$ cat src/rtl/cps_pkg.sv
package cps_pkg;
  localparam int NCORE = 4;
  localparam int CIDW = 3;
  localparam int VECW = 32;
  // Register map, byte addresses of 32-bit words
  localparam logic [7:0] OFS_CTRL = 8'h00;
  localparam logic [7:0] OFS_STAT = 8'h04;
  localparam logic [7:0] OFS_PWR = 8'h08;
  localparam logic [7:0] OFS_VEC0 = 8'h10;
  // Control fields
  localparam int CTRL_CORE_ON = 0;
  localparam int CTRL_CM_POLICY = 8;
  localparam logic [31:0] VEC_RESET = 32'hbfc00000;
  // Timing
  localparam int CLK_NS = 5;
  localparam int RST_HOLD_NS = 40;
  localparam int RST_HOLD_CYC = (RST_HOLD_NS + CLK_NS - 1) / CLK_NS;
  localparam int TRST_HOLD_NS = 20;
  localparam int TRST_HOLD_CYC = (TRST_HOLD_NS + CLK_NS - 1) / CLK_NS;
  localparam int CNTW = 4;
  // Strap codes per core
  localparam logic [1:0] STRAP_OFF = 2'h0;
  localparam logic [1:0] STRAP_CLKOFF = 2'h1;
  localparam logic [1:0] STRAP_RUN = 2'h2;
  typedef enum logic [2:0] {DS_OFF, DS_ISO, DS_PWRUP, DS_CLK, DS_RST, DS_RUN, DS_CLKOFF} cps_dstate_t;
  typedef struct packed {
    logic pwr_en;
    logic clk_en;
    logic rst;
    logic iso;
    logic trst;
  } cps_dom_t;
  typedef struct packed {
    logic cold;
    logic warm;
    logic keep_cm_stat;
    logic keep_wdt;
  } cps_side_t;
endpackage

$ cat src/rtl/cps_seq.sv
// Decided for this implementation: the plain strobed port and the register offsets.
`timescale 1ns/1ps
// Function
// - System reset puts sequencer in reset
// - Sideband marks start as cold or warm
// - Straps pick off, clock-off or run
// - Cold start powers selected cores
// - Coherence manager on if any core, unless policy is set and every live core sleeps
// - Clock then reset after supply good
// - Warm start returns to cold configuration
// - Isolation raised before power removed
// - Powered configured domains only reset
// - Sideband keeps or resets status, watchdogs
// - Test-logic reset after core power-up
// - Registers drive per-core boot vectors
// - Each core gets a unique number
// - Gate clock or power per core
// - Manager power follows cores and policy
// - Reset and clock gating share sequence
module cps_seq (
  // Clock and reset
  input wire logic mclk_i,
  input wire logic rst_i,
  input wire logic ce_i,
  // Start qualification and straps
  input wire cps_pkg::cps_side_t side_i,
  input wire logic [2*cps_pkg::NCORE-1:0] strap_i,
  input wire logic [cps_pkg::NCORE-1:0] cold_sel_i,
  // Domain feedback, index NCORE is the coherence manager
  input wire logic [cps_pkg::NCORE:0] supply_ok_i,
  input wire logic [cps_pkg::NCORE-1:0] sleep_i,
  // Register port
  input wire logic [7:0] addr_i,
  input wire logic [31:0] wdata_i,
  input wire logic wr_i,
  input wire logic rd_i,
  output logic [31:0] rdata_o,
  // Domain controls
  output cps_pkg::cps_dom_t [cps_pkg::NCORE:0] dom_o,
  output logic [cps_pkg::NCORE*cps_pkg::VECW-1:0] boot_vector_base_in_o,
  output logic [cps_pkg::NCORE*cps_pkg::CIDW-1:0] core_num_o,
  output logic cm_stat_rst_o,
  output logic wdt_rst_o
);
  import cps_pkg::*;
  localparam int ND = NCORE + 1;

  cps_dstate_t st [ND];
  logic [CNTW-1:0] cnt [ND];
  logic [ND-1:0] want;
  logic [ND-1:0] clk_only;
  logic [ND-1:0] restart;
  logic [NCORE-1:0] sw_on;
  logic cm_policy;
  logic [VECW-1:0] vec [NCORE];
  logic [ND-1:0] running;
  logic [ND-1:0] powered;

  // Per-core targets: straps select, cold-start pins power up, software may override later
  logic [NCORE-1:0] core_want;
  logic [NCORE-1:0] core_clkoff;
  logic any_core;
  logic all_sleep;
  always_comb begin
    for (int i = 0; i < NCORE; i++) begin
      core_want[i] = sw_on[i] & (strap_i[2*i +: 2] == STRAP_RUN);
      core_clkoff[i] = sw_on[i] & (strap_i[2*i +: 2] == STRAP_CLKOFF);
    end
  end
  assign any_core = |(core_want | core_clkoff);
  // Manager may be dropped only when every live core sleeps, if policy allows
  assign all_sleep = &(sleep_i | ~(core_want | core_clkoff));
  assign want = {any_core & ~(cm_policy & all_sleep), core_want};
  assign clk_only = {1'b0, core_clkoff};
  assign restart = {ND{side_i.cold | side_i.warm}};

  // Registers
  wire wr_ctrl = wr_i & (addr_i == OFS_CTRL);
  always_ff @(posedge mclk_i or posedge rst_i) begin
    if (rst_i) begin
      sw_on <= '0;
      cm_policy <= 1'b0;
    end else if (ce_i) begin
      if (side_i.cold | side_i.warm) begin
        sw_on <= cold_sel_i;
      end else if (wr_ctrl) begin
        sw_on <= wdata_i[CTRL_CORE_ON +: NCORE];
        cm_policy <= wdata_i[CTRL_CM_POLICY];
      end
    end
  end

  genvar g;
  generate
    for (g = 0; g < NCORE; g++) begin : g_vec
      always_ff @(posedge mclk_i or posedge rst_i) begin
        if (rst_i) begin
          vec[g] <= VEC_RESET;
        end else if (ce_i && wr_i && addr_i == OFS_VEC0 + 8'(4 * g)) begin
          vec[g] <= wdata_i;
        end
      end
      assign boot_vector_base_in_o[g*VECW +: VECW] = vec[g];
      assign core_num_o[g*CIDW +: CIDW] = CIDW'(g);
    end
  endgenerate

  // Read data, one cycle later
  wire [31:0] stat_word = {{(32-2*ND){1'b0}}, powered, running};
  wire [31:0] ctrl_word = {23'h0, cm_policy, {(8-NCORE){1'b0}}, sw_on};
  logic [31:0] rsel;
  always_comb begin
    rsel = 32'h0;
    if (addr_i == OFS_CTRL) rsel = ctrl_word;
    if (addr_i == OFS_STAT) rsel = stat_word;
    if (addr_i == OFS_PWR) rsel = {{(32-ND){1'b0}}, supply_ok_i};
    for (int i = 0; i < NCORE; i++) begin
      if (addr_i == OFS_VEC0 + 8'(4 * i)) rsel = vec[i];
    end
  end
  always_ff @(posedge mclk_i or posedge rst_i) begin
    if (rst_i) rdata_o <= 32'h0;
    else if (ce_i && rd_i) rdata_o <= rsel;
  end

  // Warm-start sideband: reset status and watchdogs unless asked to keep them
  always_ff @(posedge mclk_i or posedge rst_i) begin
    if (rst_i) begin
      cm_stat_rst_o <= 1'b1;
      wdt_rst_o <= 1'b1;
    end else if (ce_i) begin
      cm_stat_rst_o <= side_i.cold | (side_i.warm & ~side_i.keep_cm_stat);
      wdt_rst_o <= side_i.cold | (side_i.warm & ~side_i.keep_wdt);
    end
  end

  // One sequencer per domain
  generate
    for (g = 0; g < ND; g++) begin : g_dom
      cps_dstate_t next_st;
      logic [CNTW-1:0] next_cnt;
      wire on_req = want[g] | clk_only[g];
      always_comb begin
        next_st = st[g];
        next_cnt = cnt[g];
        case (st[g])
          DS_OFF: if (on_req) next_st = DS_PWRUP;
          DS_PWRUP: if (supply_ok_i[g]) next_st = DS_CLK;
          DS_CLK: begin
            next_st = DS_RST;
            next_cnt = CNTW'(RST_HOLD_CYC);
          end
          DS_RST: begin
            if (cnt[g] != '0) next_cnt = cnt[g] - 1'b1;
            else next_st = clk_only[g] ? DS_CLKOFF : DS_RUN;
          end
          DS_RUN, DS_CLKOFF: begin
            if (!on_req) next_st = DS_ISO;
            else if (restart[g]) begin
              next_st = DS_RST;
              next_cnt = CNTW'(RST_HOLD_CYC);
            end else if (clk_only[g] != (st[g] == DS_CLKOFF)) next_st = clk_only[g] ? DS_CLKOFF : DS_RUN;
          end
          DS_ISO: next_st = DS_OFF;
          default: next_st = DS_OFF;
        endcase
      end
      always_ff @(posedge mclk_i or posedge rst_i) begin
        if (rst_i) begin
          st[g] <= DS_OFF;
          cnt[g] <= '0;
        end else if (ce_i) begin
          st[g] <= next_st;
          cnt[g] <= next_cnt;
        end
      end
      // Test reset holds until the reset window is half spent, so the TAP is quiet when the core starts
      wire [CNTW-1:0] trst_cut = CNTW'(RST_HOLD_CYC - TRST_HOLD_CYC);
      wire trst_next = (next_st == DS_OFF) | (next_st == DS_ISO) | (next_st == DS_PWRUP) | (next_st == DS_CLK) |
        ((next_st == DS_RST) & (next_cnt > trst_cut));
      always_ff @(posedge mclk_i or posedge rst_i) begin
        if (rst_i) begin
          dom_o[g] <= '{pwr_en: 1'b0, clk_en: 1'b0, rst: 1'b1, iso: 1'b1, trst: 1'b1};
        end else if (ce_i) begin
          dom_o[g].pwr_en <= (next_st != DS_OFF);
          dom_o[g].clk_en <= (next_st == DS_CLK) | (next_st == DS_RST) | (next_st == DS_RUN);
          dom_o[g].rst <= (next_st != DS_RUN) & (next_st != DS_CLKOFF);
          dom_o[g].iso <= (next_st != DS_RUN) & (next_st != DS_CLKOFF);
          dom_o[g].trst <= trst_next;
        end
      end
      assign running[g] = (st[g] == DS_RUN);
      assign powered[g] = (st[g] != DS_OFF);
    end
  endgenerate
endmodule // cps_seq

$ cat config.mk
export PLATFORM = sky130hd
export DESIGN_NAME = cps_seq
export DESIGN_NICKNAME = d
export VERILOG_FILES = /design/src/rtl/cps_pkg.sv /design/src/rtl/cps_seq.sv
export SDC_FILE = /design/constraint.sdc
export NUM_CORES = 1
export LEC_CHECK = 0
export ABC_AREA = 1
export BUFFER_PORTS_ARGS = -buffer_cell sky130_fd_sc_hd__buf_2
export CAP_MARGIN = 30
export CORE_UTILIZATION = 35
export CTS_BUF_LIST = sky130_fd_sc_hd__clkbuf_4 sky130_fd_sc_hd__clkbuf_8 sky130_fd_sc_hd__clkbuf_16
export DETAILED_ROUTE_END_ITERATION = 7
export PLACE_DENSITY = 0.53
export SKIP_CTS_REPAIR_TIMING = 1
export SLEW_MARGIN = 0
export SYNTH_ARGS = -nofsm -noshare
export SYNTH_HDL_FRONTEND = slang
export SYNTH_SLANG_ARGS = --single-unit
$ cat constraint.sdc
create_clock -name mclk_i -period 12.65 [get_ports mclk_i]
set_input_delay 2.53 -clock mclk_i [delete_from_list [all_inputs] [get_ports mclk_i]]
set_output_delay 2.53 -clock mclk_i [all_outputs]
set_load 0.02 [all_outputs]
### Word level (Yosys, flattened, before mapping)

Cells that the tools add are included.

* muxes and demuxes: 68
* order comparisons: 5
* div/mod/pow operators: 0
* multiply operators: 0
* shift-type cells: 0
* reductions and logical operators: 42
* bitwise logic cells: 67
* add/subtract/negate cells: 5
* eq/ne operators: 78

Operators by type and width (count)
* 2-to-1 mux 32 bit: 6
* 2-to-1 mux 3 bit: 30
* == test 3 bit, second input constant: 25
* one-hot mux 3 bit (5 select lines): 5
* 2-to-1 mux 4 bit: 17
* == test 3 x 2 -> 1 bit, second input constant: 20
* one-hot mux 4 bit (3 select lines): 5
* OR 1 bit: 37
* == test 8 x 5 -> 1 bit, second input constant: 4
* zero test 3 bit: 10
* inequality test 3 bit, second input constant: 10
* nonzero test 3 bit: 10
* AND 1 bit: 23
* > comparator 4 x 3 -> 1 bit, second input constant: 5
* nonzero test 4 bit: 5
* subtractor 4 x 1 -> 4 bit, second input constant: 5
* == test 3 x 1 -> 1 bit, second input constant: 5
* OR reduction 2 bit: 5
* 2-to-1 mux 9 bit: 1
* == test 2 x 1 -> 1 bit, second input constant: 4
* == test 2 bit, second input constant: 4
* == test 8 x 3 -> 1 bit, second input constant: 1
* == test 8 x 4 -> 1 bit, second input constant: 1
* zero test 8 bit: 1
* other kinds (11): 26

* bits of input ports: 70
* bits in registers: 222
* memory bits (writable): 0
* bits in latches: 0
* output and inout bits: 199
* bits in read-only memories: 0
* memories kept: 0

### Longest topological paths before layout

* depth after elaboration: 16
* mapped depth: 15
* mapped depth without buffers: 15

### Worst setup path before layout

Ideal clock, no wire load.

* path kind: input port to flip-flop
* start: input addr_i[1]
* end: register vec, in the netlist boot_vector_base_in_o[112]
* path buffers: 2
* stages: 9
* data required time: 12.528 ns
* library setup time: 0.122 ns
* arrival: 3.559 ns
* slack: 8.969 ns
* cell sequence: or2_1 -> nor2_2 -> nand3_2 -> inv_2 -> buf_6 -> nand2_4 -> buf_2 -> nand2_1 -> o21ai_1

* longest elaborated chain between the ends: 2

RTL lines
* start, declared: line cps_seq.sv:33 `input wire logic [7:0] addr_i,`
* == test 8 x 5 -> 1 bit: line cps_seq.sv:99 `end else if (ce_i && wr_i && addr_i == OFS_VEC0 + 8'(4 * g)) begin`
* logical AND 1 bit: line cps_seq.sv:99
* end signal, assigned by index: line cps_seq.sv:100 `vec[g] <= wdata_i;`
* end, declared: line cps_seq.sv:55 `logic [VECW-1:0] vec [NCORE];`

Every way passes these cells.
A chain may end at the register's enable or synchronous reset.

### Worst setup path in the final report

* start: input addr_i[1]
* end: register vec, in the netlist boot_vector_base_in_o[59]

The elaborated chain is that of the path after synthesis.

==> metrics.yaml <==
outcome:
  status: "finished with violations"
  failed_checks: "DRC"
logic_synthesis:
  synth_edf_count: 0
  yosysTopAreaCellShare_pct: 39.36
  synth_seq_area_share_pct: 50.76
  ys_seq_elements: 222
  synth_cell_types: 57
  synthArstFlopShare_pct: 100.0
  synthesis.instances: 1357
  syn_area_um2: 11060
  yosys_warnings: 0
  syn-mean-instance-area_um2: 8.152
  yosys-top-cells-area: "dfrtp_1, nand2_1, dfstp_2"
  ys.flop_type: "dfrtp_1"
  synth_top_area_cell: "dfrtp_1"
global_routing:
  grt_pass1_wl_mm: 55.32
  track_usage_pct: 21.47
  grt_use_met3_pct: 5.713
  met1_usage_pct: 28.58
  grt_overflow: 0
  grt_start_max_net_pins: 107
  antenna_found_initial: 2
  top_usage_layer: "met2"
  grt_pass1_vias: 9724
  grt.met2_usage_pct: 34.23
clocking:
  clockBufferDepth: 3
  cts.sinks: 222
  insertion_delay_ps: 550
  cts_tree: "yes"
  clk_pin_slew_ps: 60
  numCtsBuffers: 28
  cts_root_buf: "clkbuf_16"
  htreeDepth: 1
sta:
  setup_viol: 0
  fin_crit_sh_pct: 34.90
  fmax_mhz: 226.5
  relSlewSlack_pct: 42.92
  rsz0062_at_grt: "false"
  hold_viol: 0
  finalClockSkew_ps: 6.764
  fin_tns_setup_ps: 0
  min_period_ps: 4415
  worst_pin_slew_ps: 856.1
  slew_viol_final: 0
detailed_routing:
  drc_errors: 14
  drt_iter0_drc: 600
  vias: 9886
  via_per_inst: 4.921
  wl_per_cell_um: 17.17
  ant_nets: 0
  routed_wl_mm: 34.50
  drt_pre_antenna_iters: 8
finish:
  final_cell_mix: "nand2_1, buf_2, dfrtp_1"
  antenna_cells: 0
  final_nets: 1666
  drive_above_1_share_pct: 26.72
  layout_commonest_cell: "nand2_1"
  utilization_pct: 44.18
  syn_to_final_growth_pct: 23.13
placement:
  io_buffers: 256
  post-dp-hpwl_mm: 23.73
  routabilityCongestion: 0.9096
power:
  vdd_drop_max_v: 0.0001122
  p_leak_nw: 6.949
  power_density_nw_per_um2: 182.4
  power.total_mw: 2.485
worst_setup_path:
  crit_chain: "buf_2, or2_1, nor2_2, nand2_1, inv_2, nand2_1, inv_2, nand2_4, o21ai_0"
  setup.worst_path.end_class: "flip-flop"
  crit_slowest_cell: "nand2_4"
  crit_family: "simple AND/OR/NAND/NOR gates"
  crit_buf_inv: 3
  worstPathArrival_ps: 4870
  critPathKind: "in2reg"
  worst_setup_path_start_kind: "input port"
  cp.required_ps: 13110
  critPathMaxStageDelay_ps: 630
  crit_fanout: 64
hold_path:
  holdCritPathClass: "reg2reg"
floorplan:
  die_h_um: 179.8
  row_count: 64
  initial_utilization_pct: 35.88
  core_um2: 30830
  dieArea_um2: 32320
  io-pin-count: 269
  die_x_um: 179.8
job:
  maxCapViolations: 0
## worst paths after layout
path,slack (ps),depth (start not counted),endpoint,start
worst min-delay path,470,2,wdt_rst_o,wdt_rst_o
max in group asynchronous,9120,3,boot_vector_base_in_o[84],rst_i
worst min register to register,470,2,wdt_rst_o,wdt_rst_o
worst max-delay path,8230,9,boot_vector_base_in_o[59],addr_i[1]
min in group asynchronous,2100,2,boot_vector_base_in_o[14],rst_i
worst max register to register,10780,11,dom_o[20],sw_on[1]
## stage by stage
step	area [um2]	setup slack, ps	std cells	hold WS, ps
6_report	13620	8235	2009	470.4
5_1_grt	13620	8014	2009	482.9
4_1_cts	13620	8211	2009	469.2
3_5_place_dp	12560	7624	1957	461.7
3_3_place_gp	12500	7096	1954	457.4
2_1_floorplan	11100	4122	1367	453.0
## power breakdown
group / total (mW) / internal [mW] / switching (mW) / leakage (nW)
sequential: 0.886 / 0.810 / 0.0763 / 2.85
combinational: 0.706 / 0.238 / 0.469 / 3.57
clock: 0.892 / 0.564 / 0.329 / 0.528
## cells by family (layout without fill, tap and decap cells)
family,after synthesis,after routing,synth area share (%)
buf+inv,211,457,8.732
simple gates,581,581,22.34
compound gates,330,330,17.06
fa+ha+maj,5,5,0.5655
other cells,2,12,0.06789
flops,222,222,50.76
xor+xnor,6,6,0.4751
## Yosys cell counts (5+ instances only)
| cell type | instances |
|---|---|
| a21oi_1 | 42 |
| a221oi_1 | 17 |
| buf_2 | 18 |
| buf_4 | 25 |
| buf_6 | 7 |
| clkbuf_1 | 17 |
| dfrtp_1 | 174 |
| dfstp_2 | 48 |
| ha_1 | 5 |
| inv_1 | 122 |
| inv_2 | 16 |
| nand2_1 | 406 |
| nand2_2 | 8 |
| nand3_1 | 49 |
| nand3_2 | 5 |
| nand4_1 | 8 |
| nor2_1 | 65 |
| nor2_2 | 8 |
| nor3_1 | 12 |
| o211ai_1 | 11 |
| o21ai_0 | 126 |
| o21ai_1 | 99 |
## flip-flops by register name, summed over array words and instances, names as in the netlist
register and flops:
rdata_o 32, sw_on 4, wdt_rst_o 1, cm_policy 1
cnt 20, dom_o 20, cm_stat_rst_o 1, boot_vector_base_in_o 128
st 15
## cell type report
class | count | area, um2
fill | 3141 | 17210
sequential | 222 | 5615
multi-input combinational | 934 | 4521
timing repair buffer | 266 | 1401
clock buffer | 38 | 832.0
inverter | 139 | 531.8
tap | 396 | 495.5
clock inverter | 14 | 224.0
## worst min-delay path, stage by stage, from the launching register on
cell and delay [ps]:
dfstp_2 360, nand2_1 50, nand2_1 50
## layer usage
layer  wire [um]  vias up
met3        2697       64
met1       15680     4595
met4         922        4
met5          18        -
met2       15190      332
li1            -     4891
No activity file was read; power rests on OpenSTA's default activity.
